**config.mk**
```make
export PLATFORM = sky130hd
export DESIGN_NAME = wsac_core
export DESIGN_NICKNAME = d
export VERILOG_FILES = /design/src/wsac_pkg.sv /design/src/wsac_core.sv /design/src/wsac_bit_decide.sv
export SDC_FILE = /design/constraint.sdc
export NUM_CORES = 1
export LEC_CHECK = 0
export BUFFER_PORTS_ARGS = -buffer_cell sky130_fd_sc_hd__buf_2
export CAP_MARGIN = 10
export CORE_AREA = 5 5 109 111
export DETAILED_ROUTE_END_ITERATION = 8
export DIE_AREA = 0 0 114 116
export GPL_TIMING_DRIVEN = 0
export MAX_ROUTING_LAYER = met4
export PLACE_DENSITY = 0.74
export SLEW_MARGIN = 5
export SYNTH_ARGS = -nofsm -noshare
export SYNTH_HDL_FRONTEND = slang
export SYNTH_SLANG_ARGS = --single-unit
```
**constraint.sdc**
```tcl
create_clock -name CLK_SYS -period 5.4 [get_ports CLK_SYS]
set_input_delay 1.08 -clock CLK_SYS [delete_from_list [all_inputs] [get_ports CLK_SYS]]
set_output_delay 1.08 -clock CLK_SYS [all_outputs]
set_load 0.01 [all_outputs]
```
**src/wsac_pkg.sv**
```systemverilog
// constants and types shared by the search accelerator and configuration core
package wsac_pkg;

    // host command codes
    localparam logic [7:0] CMD_DATA_MODE = 8'hE1;
    localparam logic [7:0] CMD_CMD_MODE = 8'hE3;
    localparam logic [7:0] ACC_CMD_MASK = 8'hEF;
    localparam logic [7:0] ACC_CMD_CODE = 8'hA1;
    localparam int ACC_FLAG_BIT = 4;
    localparam logic [7:0] CFG_CMD_MASK = 8'h81;
    localparam logic [7:0] CFG_CMD_CODE = 8'h01;

    // search pass shape
    localparam logic [1:0] POS_PER_BYTE_LAST = 2'h3;
    localparam logic [3:0] BYTES_PER_PASS_LAST = 4'hF;
    localparam logic [1:0] SLOT_FIRST_READ = 2'h0;
    localparam logic [1:0] SLOT_SECOND_READ = 2'h1;
    localparam logic [1:0] SLOT_WRITE = 2'h2;

    // parameter codes
    localparam logic [2:0] PAR_SLEW = 3'h1;
    localparam logic [2:0] PAR_PROG = 3'h2;
    localparam logic [2:0] PAR_SPU = 3'h3;
    localparam logic [2:0] PAR_W1LT = 3'h4;
    localparam logic [2:0] PAR_DSO = 3'h5;
    localparam logic [2:0] PAR_LOAD = 3'h6;
    localparam logic [2:0] PAR_BAUD = 3'h7;

    // values after power-up or master reset
    localparam logic [2:0] DEF_SLEW = 3'h0;
    localparam logic [2:0] DEF_PROG = 3'h4;
    localparam logic [2:0] DEF_SPU = 3'h4;
    localparam logic [2:0] DEF_W1LT = 3'h0;
    localparam logic [2:0] DEF_DSO = 3'h0;
    localparam logic [2:0] DEF_LOAD = 3'h4;
    localparam logic [2:0] DEF_BAUD = 3'h0;
    localparam logic [2:0] SPU_DYNAMIC = 3'h6;

    // waveform times in microseconds
    localparam logic [4:0] W1LT_BASE_US = 5'h08;
    localparam logic [4:0] W1LT_OD_US = 5'h01;
    localparam logic [4:0] DSO_BASE_US = 5'h03;
    localparam logic [4:0] DSO_OD_US = 5'h01;
    localparam logic [4:0] W0R_BASE_US = 5'h03;

    // wishbone register byte offsets
    localparam logic [7:0] REG_CTRL = 8'h00;
    localparam logic [7:0] REG_STATUS = 8'h04;
    localparam logic [7:0] REG_CFG = 8'h08;
    localparam logic [1:0] CTRL_SPEED_RESET = 2'h0;

    typedef enum logic [1:0] {
        SPEED_REGULAR = 2'b00,
        SPEED_FLEXIBLE = 2'b01,
        SPEED_OVERDRIVE = 2'b10
    } wsac_speed_e;

    typedef enum logic [1:0] {
        ST_IDLE = 2'b00,
        ST_SLOT = 2'b01,
        ST_DECIDE = 2'b10,
        ST_RESP = 2'b11
    } wsac_state_e;

    typedef struct packed {
        logic [2:0] slew;
        logic [2:0] prog;
        logic [2:0] spu;
        logic [2:0] w1lt;
        logic [2:0] dso;
        logic [2:0] load;
        logic [2:0] baud;
    } wsac_cfg_s;

    typedef struct packed {
        logic [4:0] w1lt_us;
        logic [4:0] sample_us;
        logic [4:0] w0rec_us;
        logic [2:0] slew;
        logic load_sense_en;
    } wsac_wave_s;

endpackage

```
**src/wsac_core.sv**
```systemverilog
// search accelerator and configuration parameter core
//
// Overview of operation
// - with accelerator on in data mode a pass is 16 bytes, 4 positions each.
// - each identifier position runs two read slots then one write slot.
// - write host path on conflict, first read otherwise, 1 on no response.
// - 16 response bytes per pass, even bit discrepancy, odd bit taken path.
// - discrepancy is 1 on conflict or no response, else 0.
// - reported taken bit equals the value of the write slot until a bus error.
// - after a bus error all later taken bits read 1 until accelerator off.
// - B1 turns accelerator on, A1 off, in command mode, no response.
// - E1 enters data mode, E3 returns to command mode, no response.
// - reset loads hard-wired defaults into every configuration parameter.
// - defaults 524ms pullup, 3mA load threshold, 9.6kbps at every speed.
// - write-1 low default 8us regular or flexible, 1us overdrive.
// - parameter picked by 3-bit code, holds one of eight value codes.
// - slew, write-1 low and sample offset only act at flexible speed.
// - one parameter sets both sample delay and write-0 recovery time.
// - load sensor works only when pullup duration holds the dynamic code.
// - config byte bit7 0, bit0 1; write or read layout of codes.
// - config answer bit0 0, echo upper bits, read returns value in 3..1.
// - accelerator command bit 4 gives the new flag, no response byte.
`timescale 1ns/10ps
module wsac_core
    import wsac_pkg::*;
(
    // clock and reset
    input wire logic CLK_SYS,
    input wire logic SYS_RST,
    // wishbone slave
    input wire logic WB_CYC_I,
    input wire logic WB_STB_I,
    input wire logic WB_WE_I,
    input wire logic [7:0] WB_ADR_I,
    input wire logic [3:0] WB_SEL_I,
    input wire logic [31:0] WB_DAT_I,
    output logic [31:0] WB_DAT_O,
    output logic WB_ACK_O,
    // host byte stream in
    input wire logic [7:0] RX_DATA,
    input wire logic RX_VALID,
    output logic RX_READY,
    // response byte stream out
    output logic [7:0] TX_DATA,
    output logic TX_VALID,
    input wire logic TX_READY,
    // time slot engine
    output logic SLOT_REQ,
    output logic SLOT_WR,
    output logic SLOT_WBIT,
    input wire logic SLOT_DONE,
    input wire logic SLOT_RBIT,
    // configuration to waveform and interface logic
    output wsac_cfg_s CFG_CODES,
    output wsac_wave_s WAVE
);
    wsac_state_e state;
    wsac_speed_e speed;
    logic data_mode;
    logic acc_on;
    logic err_sticky;
    logic [7:0] cur_byte;
    logic [7:0] resp_byte;
    logic [1:0] pos;
    logic [1:0] slot;
    logic [3:0] byte_cnt;
    logic rd_first;
    logic rd_second;
    wsac_cfg_s cfg;
    logic [2:0] cfg_rd_val;
    logic rx_take;
    logic is_cfg;
    logic is_cfg_read;
    logic [2:0] par_code;
    logic dec_write;
    logic dec_disc;
    logic dec_taken;
    logic dec_err;
    logic path_bit;
    logic wb_req;
    logic [31:0] next_rdata;

    assign rx_take = RX_VALID & RX_READY;
    assign is_cfg = (RX_DATA & CFG_CMD_MASK) == CFG_CMD_CODE;
    assign is_cfg_read = RX_DATA[6:4] == 3'h0;
    assign par_code = is_cfg_read ? RX_DATA[3:1] : RX_DATA[6:4];
    // odd bit of each pair carries the path, even bit is filler
    assign path_bit = cur_byte[{pos, 1'b1}];

    wsac_bit_decide u_decide (
        .first_read_slot(rd_first),
        .second_read_slot(rd_second),
        .path(path_bit),
        .err_in(err_sticky),
        .search_write_slot(dec_write),
        .disc(dec_disc),
        .taken(dec_taken),
        .err_out(dec_err)
    );

    always_comb begin
        case (par_code)
            PAR_SLEW: cfg_rd_val = cfg.slew;
            PAR_PROG: cfg_rd_val = cfg.prog;
            PAR_SPU: cfg_rd_val = cfg.spu;
            PAR_W1LT: cfg_rd_val = cfg.w1lt;
            PAR_DSO: cfg_rd_val = cfg.dso;
            PAR_LOAD: cfg_rd_val = cfg.load;
            PAR_BAUD: cfg_rd_val = cfg.baud;
            default: cfg_rd_val = 3'h0;
        endcase
    end

    // mode and accelerator flag; config bytes never touch them
    always_ff @(posedge CLK_SYS or posedge SYS_RST) begin
        if (SYS_RST) begin
            data_mode <= 1'b0;
            acc_on <= 1'b0;
        end else if (rx_take) begin
            if (data_mode) begin
                if (RX_DATA == CMD_CMD_MODE) begin
                    data_mode <= 1'b0;
                end
            end else if (RX_DATA == CMD_DATA_MODE) begin
                data_mode <= 1'b1;
            end else if ((RX_DATA & ACC_CMD_MASK) == ACC_CMD_CODE) begin
                acc_on <= RX_DATA[ACC_FLAG_BIT];
            end
        end
    end

    // parameter store, defaults on reset
    always_ff @(posedge CLK_SYS or posedge SYS_RST) begin
        if (SYS_RST) begin
            cfg.slew <= DEF_SLEW;
            cfg.prog <= DEF_PROG;
            cfg.spu <= DEF_SPU;
            cfg.w1lt <= DEF_W1LT;
            cfg.dso <= DEF_DSO;
            cfg.load <= DEF_LOAD;
            cfg.baud <= DEF_BAUD;
        end else if (rx_take && !data_mode && is_cfg && !is_cfg_read) begin
            case (par_code)
                PAR_SLEW: cfg.slew <= RX_DATA[3:1];
                PAR_PROG: cfg.prog <= RX_DATA[3:1];
                PAR_SPU: cfg.spu <= RX_DATA[3:1];
                PAR_W1LT: cfg.w1lt <= RX_DATA[3:1];
                PAR_DSO: cfg.dso <= RX_DATA[3:1];
                PAR_LOAD: cfg.load <= RX_DATA[3:1];
                default: cfg.baud <= RX_DATA[3:1];
            endcase
        end
    end

    // search sequencer
    always_ff @(posedge CLK_SYS or posedge SYS_RST) begin
        if (SYS_RST) begin
            state <= ST_IDLE;
            cur_byte <= 8'h00;
            resp_byte <= 8'h00;
            pos <= 2'h0;
            slot <= SLOT_FIRST_READ;
            byte_cnt <= 4'h0;
            rd_first <= 1'b0;
            rd_second <= 1'b0;
            err_sticky <= 1'b0;
            SLOT_REQ <= 1'b0;
            SLOT_WR <= 1'b0;
            SLOT_WBIT <= 1'b0;
        end else begin
            case (state)
                ST_IDLE: begin
                    if (!acc_on) begin
                        err_sticky <= 1'b0;
                        byte_cnt <= 4'h0;
                    end
                    if (rx_take && data_mode && acc_on &&
                        RX_DATA != CMD_CMD_MODE) begin
                        cur_byte <= RX_DATA;
                        pos <= 2'h0;
                        slot <= SLOT_FIRST_READ;
                        SLOT_REQ <= 1'b1;
                        SLOT_WR <= 1'b0;
                        SLOT_WBIT <= 1'b1;
                        state <= ST_SLOT;
                    end
                end
                ST_SLOT: begin
                    if (SLOT_DONE) begin
                        SLOT_REQ <= 1'b0;
                        if (slot == SLOT_FIRST_READ) begin
                            rd_first <= SLOT_RBIT;
                            slot <= SLOT_SECOND_READ;
                            state <= ST_DECIDE;
                        end else if (slot == SLOT_SECOND_READ) begin
                            rd_second <= SLOT_RBIT;
                            slot <= SLOT_WRITE;
                            state <= ST_DECIDE;
                        end else begin
                            slot <= SLOT_FIRST_READ;
                            if (pos == POS_PER_BYTE_LAST) begin
                                state <= ST_RESP;
                            end else begin
                                pos <= pos + 2'h1;
                                state <= ST_DECIDE;
                            end
                        end
                    end
                end
                ST_DECIDE: begin
                    // one idle cycle lets the read value settle into the decision
                    SLOT_REQ <= 1'b1;
                    if (slot == SLOT_WRITE) begin
                        SLOT_WR <= 1'b1;
                        SLOT_WBIT <= dec_write;
                        resp_byte[{pos, 1'b0}] <= dec_disc;
                        resp_byte[{pos, 1'b1}] <= dec_taken;
                        err_sticky <= dec_err;
                    end else begin
                        SLOT_WR <= 1'b0;
                        SLOT_WBIT <= 1'b1;
                    end
                    state <= ST_SLOT;
                end
                default: begin
                    if (!TX_VALID) begin
                        byte_cnt <= (byte_cnt == BYTES_PER_PASS_LAST)
                            ? 4'h0 : byte_cnt + 4'h1;
                        state <= ST_IDLE;
                    end
                end
            endcase
        end
    end

    // response stream; RX_READY holds off the next byte until the host drains it
    always_ff @(posedge CLK_SYS or posedge SYS_RST) begin
        if (SYS_RST) begin
            TX_VALID <= 1'b0;
            TX_DATA <= 8'h00;
        end else if (TX_VALID) begin
            if (TX_READY) begin
                TX_VALID <= 1'b0;
            end
        end else if (state == ST_RESP) begin
            TX_VALID <= 1'b1;
            TX_DATA <= resp_byte;
        end else if (rx_take && !data_mode && is_cfg) begin
            TX_VALID <= 1'b1;
            TX_DATA <= is_cfg_read ? {RX_DATA[7:4], cfg_rd_val, 1'b0}
                : {RX_DATA[7:1], 1'b0};
        end else if (rx_take && data_mode && !acc_on &&
            RX_DATA != CMD_CMD_MODE) begin
            // plain data bytes are echoed, no bus activity here
            TX_VALID <= 1'b1;
            TX_DATA <= RX_DATA;
        end
    end

    // accept a byte only with nothing pending downstream
    always_ff @(posedge CLK_SYS or posedge SYS_RST) begin
        if (SYS_RST) begin
            RX_READY <= 1'b0;
        end else begin
            RX_READY <= (state == ST_IDLE) && !TX_VALID && !rx_take;
        end
    end

    // waveform settings as seen by the slot timing logic
    always_ff @(posedge CLK_SYS or posedge SYS_RST) begin
        if (SYS_RST) begin
            CFG_CODES <= '0;
            WAVE <= '0;
        end else begin
            CFG_CODES <= cfg;
            WAVE.load_sense_en <= cfg.spu == SPU_DYNAMIC;
            WAVE.w0rec_us <= W0R_BASE_US;
            if (speed == SPEED_FLEXIBLE) begin
                WAVE.slew <= cfg.slew;
                WAVE.w1lt_us <= W1LT_BASE_US + {2'h0, cfg.w1lt};
                WAVE.sample_us <= DSO_BASE_US + {2'h0, cfg.dso};
                WAVE.w0rec_us <= W0R_BASE_US + {2'h0, cfg.dso};
            end else if (speed == SPEED_OVERDRIVE) begin
                WAVE.slew <= DEF_SLEW;
                WAVE.w1lt_us <= W1LT_OD_US;
                WAVE.sample_us <= DSO_OD_US;
            end else begin
                WAVE.slew <= DEF_SLEW;
                WAVE.w1lt_us <= W1LT_BASE_US;
                WAVE.sample_us <= DSO_BASE_US;
            end
        end
    end

    // wishbone slave, one wait state, ack drops the cycle after
    assign wb_req = WB_CYC_I & WB_STB_I & ~WB_ACK_O;

    always_comb begin
        if (WB_ADR_I == REG_CTRL) begin
            next_rdata = {30'h0, speed};
        end else if (WB_ADR_I == REG_STATUS) begin
            next_rdata = {20'h0, byte_cnt, pos, state, 1'b0,
                err_sticky, acc_on, data_mode};
        end else if (WB_ADR_I == REG_CFG) begin
            next_rdata = {11'h0, cfg};
        end else begin
            next_rdata = 32'h0;
        end
    end

    always_ff @(posedge CLK_SYS or posedge SYS_RST) begin
        if (SYS_RST) begin
            WB_ACK_O <= 1'b0;
            WB_DAT_O <= 32'h0;
            speed <= SPEED_REGULAR;
        end else begin
            WB_ACK_O <= wb_req;
            WB_DAT_O <= (wb_req && !WB_WE_I) ? next_rdata : 32'h0;
            if (wb_req && WB_WE_I && WB_SEL_I[0] && WB_ADR_I == REG_CTRL &&
                WB_DAT_I[1:0] != 2'h3) begin
                speed <= wsac_speed_e'(WB_DAT_I[1:0]);
            end
        end
    end
endmodule

```
**src/wsac_bit_decide.sv**
```systemverilog
// path decision for one identifier bit position of a search pass
`timescale 1ns/10ps
module wsac_bit_decide
    import wsac_pkg::*;
(
    // read slot results and host choice
    input wire logic first_read_slot,
    input wire logic second_read_slot,
    input wire logic path,
    input wire logic err_in,
    // decision
    output logic search_write_slot,
    output logic disc,
    output logic taken,
    output logic err_out
);
    logic conflict;
    logic no_resp;

    assign conflict = ~first_read_slot & ~second_read_slot;
    assign no_resp = first_read_slot & second_read_slot;
    // host path on conflict, forced 1 with no answer, else the only path
    assign search_write_slot = conflict ? path
        : (no_resp ? 1'b1 : first_read_slot);
    assign disc = conflict | no_resp;
    assign err_out = err_in | no_resp;
    // once an error is seen every later taken bit reads 1
    assign taken = err_out ? 1'b1 : search_write_slot;
endmodule

```
==> Implementation_results.wiki, run 1 <==
{| class="wikitable"
! Metric !! Value
|-
| Initial core utilization || 0.4954
|-
| Grt total ovfl || 0
|-
| Buffer levels on the longest clock path || 2
|-
| Portion of total power attributed to combinational logic || 0.220
|-
| Total count of max-transition violations in the final report || 0
|-
| Placed Instance Area || 6037 µm²
|-
| Total leakage power || 3.376 nW
|-
| Core Area || 10,700 µm²
|-
| Post-synthesis register bit count || about 120
|-
| Register-to-register setup slack || approximately 3.3 ns
|-
| Startpoint of the tightest hold check path || cfg[5]
|-
| Sequential-to-total area share from yosys stat || 0.5626
|-
| Hold violation count in the final report || 0
|-
| Via count of the first global-routing pass || 4,101
|-
| Xor and xnor fraction of the mapped netlist area || 0.001653
|-
| Ratio of routed vias to standard cells || 5.263
|-
| Cell type contributing the most total cell area after synthesis || sky130_fd_sc_hd__dfrtp_1
|-
| Number of antenna violations at the first check in global routing || 0
|-
| Max-slew headroom at the worst pin || 0.2584
|-
| Min-Delay Path Depth || 0
|-
| Total power of the final layout || approximately 0.0031 W
|-
| Clock sink count || 119
|-
| Final nets || 689
|-
| Number of instances resized during post-cts repair || 0
|-
| Largest vdd supply drop || 0.0002864 V
|-
| Main combinational cell family by area after synthesis || simple AND/OR/NAND/NOR gates
|-
| Cells after synthesis || 487
|-
| Quantity of I/O buffers inserted on ports || 96
|-
| Type of the tightest min-delay check || reg -> reg
|-
| Cell types with the highest counts after synthesis || sky130_fd_sc_hd__dfrtp_1, sky130_fd_sc_hd__nand2_1, sky130_fd_sc_hd__o21ai_0
|-
| Area share of fa/ha/maj cells after synthesis || 0.02833
|-
| CTS clk-pin slew, worst paths || 0.06 ns
|-
| Element type at the critical path start || primary input
|-
| Total clock buffers created by CTS || 17
|-
| Post-CTS Hold Fix Bufs || 0
|-
| Simple-Gate Fraction of Synth Area || 0.1608
|-
| Area Growth Syn to Fin || 25.99%
|-
| Hold worst-path end || CFG_CODES[5]
|-
| Chip Width || 114 µm
|-
| Final design utilization || 0.6242
|-
| Average wire per standard cell || roughly 16 µm
|-
| Net Sw Frac || 0.3069
|-
| Post-synthesis cell type count || between 60 and 70
|-
| Final number of setup-violating endpoints || 0
|-
| Number of violations of the max-capacitance limit || 0
|-
| Area share of the leading cell type in the synthesized netlist || 0.5477
|-
| Worst EP required || 5.82 ns
|-
| CP max FO || 9
|-
| Total die area || between 10,000 and 15,000 µm²
|-
| Standard-cell rows || 38
|-
| Aggregate global-route resource usage || 0.2083
|-
| Wire length of the first global-routing pass || 20,710 µm
|-
| CTS tree || built
|-
| Switch Pwr || 0.0009470 W
|-
| Crit path DAT || about 2.8 ns
|-
| Weighted congestion at the end of routability-driven global placement || 0.9405
|-
| I/O pins || 147
|-
| Fraction of final layout cells sized beyond drive strength 1 || 0.3100
|-
| Routed Wire Length || 12,680 µm
|-
| Netlist Area Pre-Place || 5300 µm²
|-
| Status || finished clean
|-
| Final instance area || roughly 6700 µm²
|-
| Clock H-tree levels || 4
|-
| Total Neg Setup Slack || 0 ns
|-
| Antenna-violating nets left || 0
|-
| Upper clock frequency limit || 418.8 MHz
|-
| Pwr dens || roughly 460 nW/µm²
|-
| Pin count of the biggest net entering global routing || 63
|-
| Number of cells on the worst reg-to-reg path || 8
|-
| DP Wirelength || 9349 µm
|-
| Fraction of power consumed by sequential logic || 0.388
|-
| Crit path capture type || flip-flop
|-
| Total vias in the final route || 4,047
|-
| Post-synthesis async set-or-reset flop share || 1.000
|-
| Reg2Reg Capture Point || pos[0]
|-
| Iteration-0 DRC count of the detailed router || 313
|-
| YS warnings || 0
|-
| Reg-to-Reg Start || state[0]
|-
| Number of optimization iterations in the first detailed-route pass || 6
|-
| Setup repair after global routing missed its margin || false
|-
| Number of enable flip-flop cells after synthesis || 0
|-
| Multiplexer fraction of the synthesized cell area || 0.05713
|-
| Power Internal || about 0.0021 W
|-
| Clock tree skew after final layout || 0.008018 ns
|-
| # DRC || 0
|-
| Hold slack final || 0.4293 ns
|-
| Root Buffer || sky130_fd_sc_hd__clkbuf_8
|-
| Main flop type after synthesis || sky130_fd_sc_hd__dfrtp_1
|-
| Worst setup path class || in -> reg
|-
| Antenna diode instance count || 0
|-
| Period utilization || 0.4422
|-
| Most frequent cell after synthesis || sky130_fd_sc_hd__dfrtp_1
|-
| Ranking of synthesized cells by area || sky130_fd_sc_hd__dfrtp_1, sky130_fd_sc_hd__nand2_1, sky130_fd_sc_hd__o21ai_0
|-
| Y dimension of the die || around 120 µm
|-
| Post-synthesis compound-gate area fraction || 0.1277
|-
| Synthesized area per cell || 10.88 µm²
|-
| Clock Power Share || 0.391
|-
| # Post-CTS Setup Buffers || 0
|-
| Clock network latency to the later pin of the worst-skew pair || 0.51 ns
|-
| Final min period || 2.388 ns
|-
| Worst-Margin Slew || 1.104 ns
|}
[routing by layer]
metal  routed length (µm)  GRT usage
met1                 5355     0.2536
met2                 6436     0.3521
met3                  753    0.04439
met4                  135    0.06017
met5                    0          -
[power by group through the flow]
stage	combinational (W)	clock, W	sequential, W
4_1_cts	0.000687	0.00122	0.00120
3_3_place_gp	0.000655	0	0.00120
2_1_floorplan	0.000439	0	0.00120
5_1_grt	0.000767	0.00126	0.00122
3_5_place_dp	0.000682	0	0.00121
6_report	0.000680	0.00121	0.00120
[critical path, stage by stage]
cell and delay, ns:
sky130_fd_sc_hd__buf_2 0.10, sky130_fd_sc_hd__nor4_2 0.30, sky130_fd_sc_hd__nand2_1 0.14, sky130_fd_sc_hd__nor3_1 0.86, sky130_fd_sc_hd__a22oi_1 0.15, sky130_fd_sc_hd__nor2_1 0.17
[per-stage QoR]
step | instances | setup slack (ns)
final | 769 | 3.012
after global routing | 769 | 2.822
after CTS | 769 | 2.998
after detailed placement | 737 | 2.448
after global placement | 736 | 0.06104
after floorplan | 500 | 1.168
[area by class of cell]
type | count | area, µm²
Sequential cell | 119 | 2982
Clock buffer | 18 | 417.9
Clock inverter | 14 | 222.7
Inverter | 21 | 83.83
Multi-Input combinational cell | 325 | 2043
Timing Repair Buffer | 97 | 508.0
Fill cell | 864 | 4020
Tap cell | 140 | 175.2
Buffer | 35 | 245.2
[logic make-up (layout without fill, tap and decap cells)]
| family | after synthesis | count (layout) |
|---|---|---|
| multiplexers | 26 | 26 |
| other | 1 | 14 |
| AND/OR/NAND/NOR | 170 | 170 |
| adder cells (fa/ha/maj) | 12 | 12 |
| buffers and inverters | 56 | 185 |
| XOR/XNOR | 1 | 1 |
| AO/OA/AOI/OAI | 102 | 102 |
| flip-flops | 119 | 119 |
[cells in the final DEF, fill, tap and decap left out, drive strengths merged, types with 9 or more instances in the layout]
| cell type | instances |
|---|---|
| o21ai | 41 |
| buf | 118 |
| conb | 14 |
| inv | 23 |
| and3 | 12 |
| clkbuf | 32 |
| nand3 | 12 |
| nor2 | 35 |
| a21oi | 18 |
| mux2 | 18 |
| nand2 | 61 |
| and2 | 9 |
| a22oi | 12 |
| dfrtp | 116 |
| ha | 12 |
[state kept, by name, indices dropped and copies added (netlist names), 2 cells and up]
signal and cells:
CFG_CODES 21, WB_DAT_O 21, cfg 21, WAVE 13
TX_DATA 8, resp_byte 8, byte_cnt 4, cur_byte 4
pos 2, slot 2, speed 2, state 2
[worst max path at each step]
stage / end / start / cells past startpoint / slack (ns)
final: WB_DAT_O[6] / WB_ADR_I[7] / 6 / 3.01
after global routing: WB_DAT_O[6] / WB_ADR_I[7] / 6 / 2.82
after CTS: WB_DAT_O[6] / WB_ADR_I[7] / 6 / 3.00
after detailed placement: WB_DAT_O[6] / WB_ADR_I[7] / 6 / 2.45
after global placement: CFG_CODES[10] / SYS_RST / 2 / 0.06
after floorplan: CFG_CODES[0] / SYS_RST / 1 / 1.17
(Power assumes the default switching activity.)
==> inputs of run 2 (changes only) <==
Clock period 5.4 ns to 2.3 ns, I/O delays scaled along.
==> run 2 against run 1 <==
  * Via count is 1.9% lower
  * Largest power group is now sequential cells
  * Clock power grew 120%
  * Die area is the same
  * Largest cell class unchanged
==> Implementation_results.wiki, run 2 (synthesized netlist as in run 1, its figures left out) <==
{| class="wikitable"
! Metric !! Value
|-
| Average wire per standard cell || 16.79 µm (+1.8%)
|-
| Register-to-register setup slack || 0.20 ns (-3.08 ns)
|-
| Clock network latency to the later pin of the worst-skew pair || 0.52 ns (about the same)
|-
| Aggregate global-route resource usage || 0.2133 (+0.005064)
|-
| Final number of setup-violating endpoints || 0 (unchanged)
|-
| Most frequent cells in the layout || sky130_fd_sc_hd__dfrtp_1, sky130_fd_sc_hd__buf_2, sky130_fd_sc_hd__nand2_1
|-
| Pre-CTS setup slack || 0.0004425 ns (-2.447 ns)
|-
| Worst EP required || 2.71 ns (-3.11 ns)
|-
| Routed Wire Length || 12,910 µm (+1.8%)
|-
| Total vias in the final route || 3,969 (-1.9%)
|-
| Total clock buffers created by CTS || 17 (unchanged)
|-
| Initial core utilization || 0.4954 (unchanged)
|-
| Clock sink count || 119 (unchanged)
|-
| Number of antenna violations at the first check in global routing || 0 (unchanged)
|-
| Total leakage power || 3.351 nW (-0.73%)
|-
| # DRC || 0 (unchanged)
|-
| Antenna diode instance count || 0 (unchanged)
|-
| Final instance area || 6643 µm² (-0.52%)
|-
| Upper clock frequency limit || between 400 and 500 MHz
|-
| Fraction of final layout cells sized beyond drive strength 1 || 0.3132 (+0.003180)
|-
| Via count of the first global-routing pass || 4,064 (-0.90%)
|-
| Grt total ovfl || 0 (unchanged)
|-
| Pwr dens || 1056 nW/µm² (+130%)
|-
| Final nets || 689 (unchanged)
|-
| Hold slack final || 0.08851 ns (-0.3408 ns)
|-
| Total Neg Setup Slack || 0 ns (unchanged)
|-
| Max-slew headroom at the worst pin || 0.2563 (-0.002131)
|-
| Type of the tightest min-delay check || in -> async
|-
| Status || finished clean
|-
| Leading cell type in the layout, fill and taps excluded || sky130_fd_sc_hd__dfrtp_1
|-
| Area Growth Syn to Fin || 25.33%
|-
| Root Buffer || sky130_fd_sc_hd__clkbuf_8
|-
| Total die area || 13,220 µm² (unchanged)
|-
| Largest regs || CFG_CODES: 21 flops, WB_DAT_O: 21 flops, cfg: 21 flops
|-
| Wire length of the first global-routing pass || 20,990 µm (+1.4%)
|-
| Antenna-violating nets left || 0 (unchanged)
|-
| Sequential Area || 2982 µm² (unchanged)
|-
| Total power of the final layout || 0.007015 W (+130%)
|-
| Clock tree skew after final layout || 0.01057 ns (+0.002549 ns)
|-
| I/O pins || 147 (unchanged)
|-
| Multi-input gate area in the final layout || 2043 µm² (unchanged)
|-
| Setup slack of the critical path after layout || 0.1965 ns (-2.816 ns)
|-
| Final min period || 2.104 ns
|-
| Portion of total power attributed to combinational logic || 0.228 (+0.008)
|-
| Weighted congestion at the end of routability-driven global placement || 0.9040 (-3.9%)
|-
| Period utilization || 0.9146
|-
| Fraction of power consumed by sequential logic || 0.400 (+0.012)
|-
| Clock H-tree levels || 4 (unchanged)
|-
| Core Area || 10,700 µm² (unchanged)
|-
| Standard-cell rows || 38 (unchanged)
|-
| Worst-Margin Slew || 1.107 ns (+0.003171 ns)
|-
| Setup repair after global routing missed its margin || false
|-
| CTS clk-pin slew, worst paths || 0.06 ns (about the same)
|-
| Quantity of I/O buffers inserted on ports || 96 (unchanged)
|-
| CP max FO || 7 (-2)
|-
| Hold violation count in the final report || 0 (unchanged)
|-
| Y dimension of the die || 116 µm (unchanged)
|-
| Iteration-0 DRC count of the detailed router || 340 (+8.6%)
|-
| # Post-CTS Setup Buffers || 0 (unchanged)
|-
| Total count of max-transition violations in the final report || 0 (unchanged)
|-
| Clock Power Share || 0.372 (-0.019)
|-
| Net Sw Frac || 0.3177 (+0.01074)
|-
| Number of optimization iterations in the first detailed-route pass || 5 (-1)
|-
| Buffer levels on the longest clock path || 2 (unchanged)
|-
| Pin count of the biggest net entering global routing || 42 (-33%)
|-
| Crit path capture type || flip-flop
|-
| CTS tree || built
|-
| Element type at the critical path start || flip-flop
|-
| Crit path DAT || 2.52 ns (-0.29 ns)
|-
| Filler cells || 905 (+4.7%)
|-
| DP Wirelength || 9702 µm (+3.8%)
|-
| Chip Width || 114 µm (unchanged)
|-
| Post-CTS Hold Fix Bufs || 0 (unchanged)
|-
| Placed Instance Area || 6048 µm² (+0.19%)
|-
| Switch Pwr || 0.002229 W (+140%)
|-
| Number of violations of the max-capacitance limit || 0 (unchanged)
|-
| Number of instances resized during post-cts repair || 0 (unchanged)
|-
| Power Internal || 0.004787 W (+120%)
|-
| Largest vdd supply drop || 0.0005254 V (+83%)
|-
| Ratio of routed vias to standard cells || 5.161 (-1.9%)
|-
| Worst setup path class || reg -> reg
|}
run 2: changes by cell type in the layout (fill, tap and decap cells not counted):
cell	previous run	this run
sky130_fd_sc_hd__clkinv_4	4	3
sky130_fd_sc_hd__buf_12	0	2
sky130_fd_sc_hd__buf_16	1	0
sky130_fd_sc_hd__clkbuf_8	3	6
sky130_fd_sc_hd__clkinv_2	1	0
sky130_fd_sc_hd__clkinvlp_4	2	5
sky130_fd_sc_hd__clkbuf_1	13	11
sky130_fd_sc_hd__bufinv_16	5	2
run 2: per-layer routing:
layer / GRT usage / up-vias / part of all wire
li1: - / 1921 / -
met1: 0.2643 / 1938 / 0.43
met2: 0.3470 / 94 / 0.51
met3: 0.04073 / 16 / 0.045
met4: 0.08551 / 0 / 0.013
met5: - / - / 0
run 2: cell type report:
type / instances / area share
plain buffers: 34 / 0.03635
clock buffers: 20 / 0.06856
clock inverters: 12 / 0.02147
inverters: 21 / 0.01243
multi-input cells: 325 / 0.3076
flip-flops and latches: 119 / 0.4489
well taps: 140 / 0.02637
repair buffers: 98 / 0.07836
run 2: power by group through the flow:
stage	Sequential (W)	Clock, W	Combinational, W
finish	0.00281	0.00261	0.00160
floorplan	0.00282	0	0.00103
CTS	0.00281	0.00265	0.00161
detailed placement	0.00284	0	0.00160
global route	0.00287	0.00277	0.00181
global placement	0.00282	0	0.00154
run 2: path summary, 6_finish.rpt:
kind / startpoint / end / cells after the start
max reg2reg: data_mode / TX_DATA[1] / 6
min in group CLK_SYS: TX_READY / TX_VALID / 2
max in group asynchronous: SYS_RST / cfg[5] / 3
min: SYS_RST / CFG_CODES[20] / 2
min reg2reg: cfg[5] / CFG_CODES[5] / 0
max: data_mode / TX_DATA[1] / 6
run 2: worst max-delay path, stage by stage (launching register included):
cell and delay (ns):
sky130_fd_sc_hd__dfrtp_1 0.43, sky130_fd_sc_hd__nor2_1 0.14, sky130_fd_sc_hd__and3_2 0.18, sky130_fd_sc_hd__clkbuf_1 0.34
sky130_fd_sc_hd__nand3b_1 0.27, sky130_fd_sc_hd__a311o_2 0.46, sky130_fd_sc_hd__o22a_1 0.18
run 2: through the flow:
step / instances / util
floorplan: 500 / -
global placement: 736 / 0.5616
detailed placement: 738 / 0.5654
CTS: 770 / 0.6213
global route: 769 / 0.6209
finish: 769 / 0.6209
==> inputs of run 3 (changes only) <==
Settings changed: BUFFER_PORTS_ARGS -buffer_cell sky130_fd_sc_hd__buf_2 to not set, DONT_BUFFER_PORTS set to 1, PLACE_DENSITY 0.74 to 0.62.
==> run 3 against run 2 <==
  * Critical path depth unchanged
  * Wire length is 1.8% lower
  * Worst hold slack worse by 0.062 ns
  * Setup slack got worse by 0.020 ns
  * Clock skew shrank 0.0042 ns
  * Global-route usage is 0.54 points lower
  * Register-to-register slack worse by 0.02 ns
  * Final area shrank 8.3%
  * Sequential share of layout area grew 4.0 points
  * Cell count fell by 12%
  * Utilization decreased by 5.1 points
  * Critical endpoint unchanged
  * Highest routed layer unchanged
==> Implementation_results.wiki, run 3 (synthesized netlist as in run 1, its figures left out) <==
{| class="wikitable"
! Metric !! Value
|-
| Portion of total power attributed to combinational logic || 0.201 (-0.027)
|-
| Clock Power Share || 0.349 (-0.023)
|-
| Kind of cell adding the most delay to the critical path || simple AND/OR/NAND/NOR gates
|-
| Total count of max-transition violations in the final report || 0 (unchanged)
|-
| Clock H-tree levels || 4 (unchanged)
|-
| Number of instances resized during post-cts repair || 0 (unchanged)
|-
| Max-slew headroom at the worst pin || 0.4391 (+0.1828)
|-
| Fraction of power consumed by sequential logic || 0.450 (+0.050)
|-
| CTS tree || built
|-
| Quantity of I/O buffers inserted on ports || 0 (-100%)
|-
| Crit path max-delay cell type || sky130_fd_sc_hd__a311o_2
|-
| Standard-cell rows || 38 (unchanged)
|-
| Worst setup path class || reg -> reg
|-
| Hold violation count in the final report || 0 (unchanged)
|-
| Final nets || 596 (-13%)
|-
| Average wire per standard cell || 18.75 µm (+12%)
|-
| Number of antenna violations at the first check in global routing || 0 (unchanged)
|-
| Most frequent cells in the layout || sky130_fd_sc_hd__dfrtp_1, sky130_fd_sc_hd__nand2_1, sky130_fd_sc_hd__o21ai_0
|-
| Largest regs || CFG_CODES: 21 flops, WB_DAT_O: 21 flops, cfg: 21 flops
|-
| Total leakage power || 2.872 nW (-14%)
|-
| Min-Delay Path Depth || 1
|-
| Grt total ovfl || 0 (unchanged)
|-
| Antenna-violating nets left || 0 (unchanged)
|-
| Chip Width || 114 µm (unchanged)
|-
| Core Area || 10,700 µm² (unchanged)
|-
| Instance count on the critical path || 6 (unchanged)
|-
| Setup repair after global routing missed its margin || false
|-
| Via count of the first global-routing pass || 3,697 (-9.0%)
|-
| CTS clk-pin slew, worst paths || 0.06 ns (about the same)
|-
| Element type at the critical path start || flip-flop
|-
| Root Buffer || sky130_fd_sc_hd__clkbuf_8
|-
| Pin count of the biggest net entering global routing || 42 (unchanged)
|-
| Antenna diode instance count || 0 (unchanged)
|-
| Clock tree skew after final layout || 0.006323 ns (-0.004243 ns)
|-
| Type of the tightest min-delay check || in -> reg
|-
| Initial core utilization || 0.4954 (unchanged)
|-
| Period utilization || 0.9232 (+0.008586)
|-
| Number of violations of the max-capacitance limit || 0 (unchanged)
|-
| DP Wirelength || 9382 µm (-3.3%)
|-
| Power Internal || 0.004390 W (-8.3%)
|-
| Upper clock frequency limit || 471.0 MHz (-0.93%)
|-
| Aggregate global-route resource usage || 0.2079 (-0.005409)
|-
| # DRC || 0 (unchanged)
|-
| # Post-CTS Setup Buffers || 0 (unchanged)
|-
| Worst EP required || 2.71 ns (about the same)
|-
| Weighted congestion at the end of routability-driven global placement || 0.8614 (-4.7%)
|-
| Wire length of the first global-routing pass || 20,310 µm (-3.3%)
|-
| Post-CTS Hold Fix Bufs || 1 (+1)
|-
| Pre-CTS setup slack || -0.006561 ns (-0.007003 ns)
|-
| Worst-Margin Slew || 0.8396 ns (-0.2675 ns)
|-
| Final min period || 2.123 ns (+0.01975 ns)
|-
| Total Neg Setup Slack || 0 ns (unchanged)
|-
| Fraction of final layout cells sized beyond drive strength 1 || 0.1828 (-0.1304)
|-
| Count of buffer and inverter cells on the critical path || 1 (unchanged)
|-
| Total die area || 13,220 µm² (unchanged)
|-
| Setup slack of the critical path after layout || 0.1767 ns (-0.01975 ns)
|-
| Crit path cell chain || and2_2 > and3_2 > clkbuf_1 > nand3b_1 > a311o_2 > o22a_1
|-
| I/O pins || 147 (unchanged)
|-
| Final number of setup-violating endpoints || 0 (unchanged)
|-
| Largest vdd supply drop || 0.0005059 V (-3.7%)
|-
| Clock network latency to the later pin of the worst-skew pair || 0.52 ns (about the same)
|-
| Status || finished clean
|-
| Buffer levels on the longest clock path || 2 (unchanged)
|-
| Leading cell type in the layout, fill and taps excluded || sky130_fd_sc_hd__dfrtp_1
|-
| Clock sink count || 119 (unchanged)
|-
| Crit path DAT || 2.53 ns (about the same)
|-
| Iteration-0 DRC count of the detailed router || 342 (+0.59%)
|-
| Ratio of routed vias to standard cells || 5.493 (+6.4%)
|-
| Number of optimization iterations in the first detailed-route pass || 5 (unchanged)
|-
| Number of cells on the worst reg-to-reg path || 6 (unchanged)
|-
| Y dimension of the die || 116 µm (unchanged)
|-
| Total clock buffers created by CTS || 17 (unchanged)
|-
| Net Sw Frac || 0.3246 (+0.006876)
|-
| Area Growth Syn to Fin || 14.99%
|-
| Total vias in the final route || 3,713 (-6.4%)
|-
| Pwr dens || 1066 nW/µm² (+0.97%)
|-
| Switch Pwr || 0.002109 W (-5.4%)
|-
| CP max FO || 7 (unchanged)
|-
| Delay of the slowest cell on the worst path || 0.45 ns (about the same)
|-
| Crit path capture type || flip-flop
|-
| Routed Wire Length || 12,670 µm (-1.8%)
|}
-- run 3: worst paths after layout --
kind                               start             to  slack [ns]
max in group asynchronous        SYS_RST         cfg[5]        0.99
worst min-delay path            TX_READY       TX_VALID        0.03
worst max register to register  RX_READY     TX_DATA[1]        0.18
worst max-delay path            RX_READY     TX_DATA[1]        0.18
worst min register to register   cfg[17]  CFG_CODES[17]        0.43
min in group asynchronous        SYS_RST   WB_DAT_O[17]        0.58
-- run 3: worst register-to-register path, cell delays in order (launching register included) --
cell                       delay (ns)
sky130_fd_sc_hd__dfrtp_1         0.39
sky130_fd_sc_hd__and2_2          0.23
sky130_fd_sc_hd__and3_2          0.19
sky130_fd_sc_hd__clkbuf_1        0.30
sky130_fd_sc_hd__nand3b_1        0.27
sky130_fd_sc_hd__a311o_2         0.45
sky130_fd_sc_hd__o22a_1          0.18
-- run 3: final cells by class --
type	count	area [µm²]
fill	932	4603
inverter	21	82.58
clock buffer	23	456.7
timing repair buffer	4	57.56
sequential	119	2982
tap	140	175.2
multi-input combinational	325	2043
clock inverter	9	52.55
buffer	35	245.2
-- run 3: per-layer routing --
layer,GRT usage,part of all wire
met2,0.3337,0.51
met5,-,0
met4,0.06730,0.014
met1,0.2519,0.42
met3,0.06475,0.060
-- run 3: stage by stage --
stage	area (µm²)	total power, W	util	cells	hold slack, ns
floorplan	5353	0.003854	-	500	0.3792
global placement	5528	0.004227	0.5167	640	0.4239
detailed placement	5568	0.004275	0.5205	642	0.4199
finish	6095	0.006499	0.5697	676	0.02700
CTS	6087	0.006561	0.5690	675	0.01119
global route	6095	0.006907	0.5697	676	0.01369
-- run 3: power by group through the flow --
stage	Combinational, W	Sequential, W	Clock (W)
3_3_place_gp	0.00127	0.00295	0
3_5_place_dp	0.00130	0.00297	0
5_1_grt	0.00150	0.00298	0.00243
2_1_floorplan	0.00103	0.00282	0
6_report	0.00131	0.00292	0.00227
4_1_cts	0.00132	0.00293	0.00231
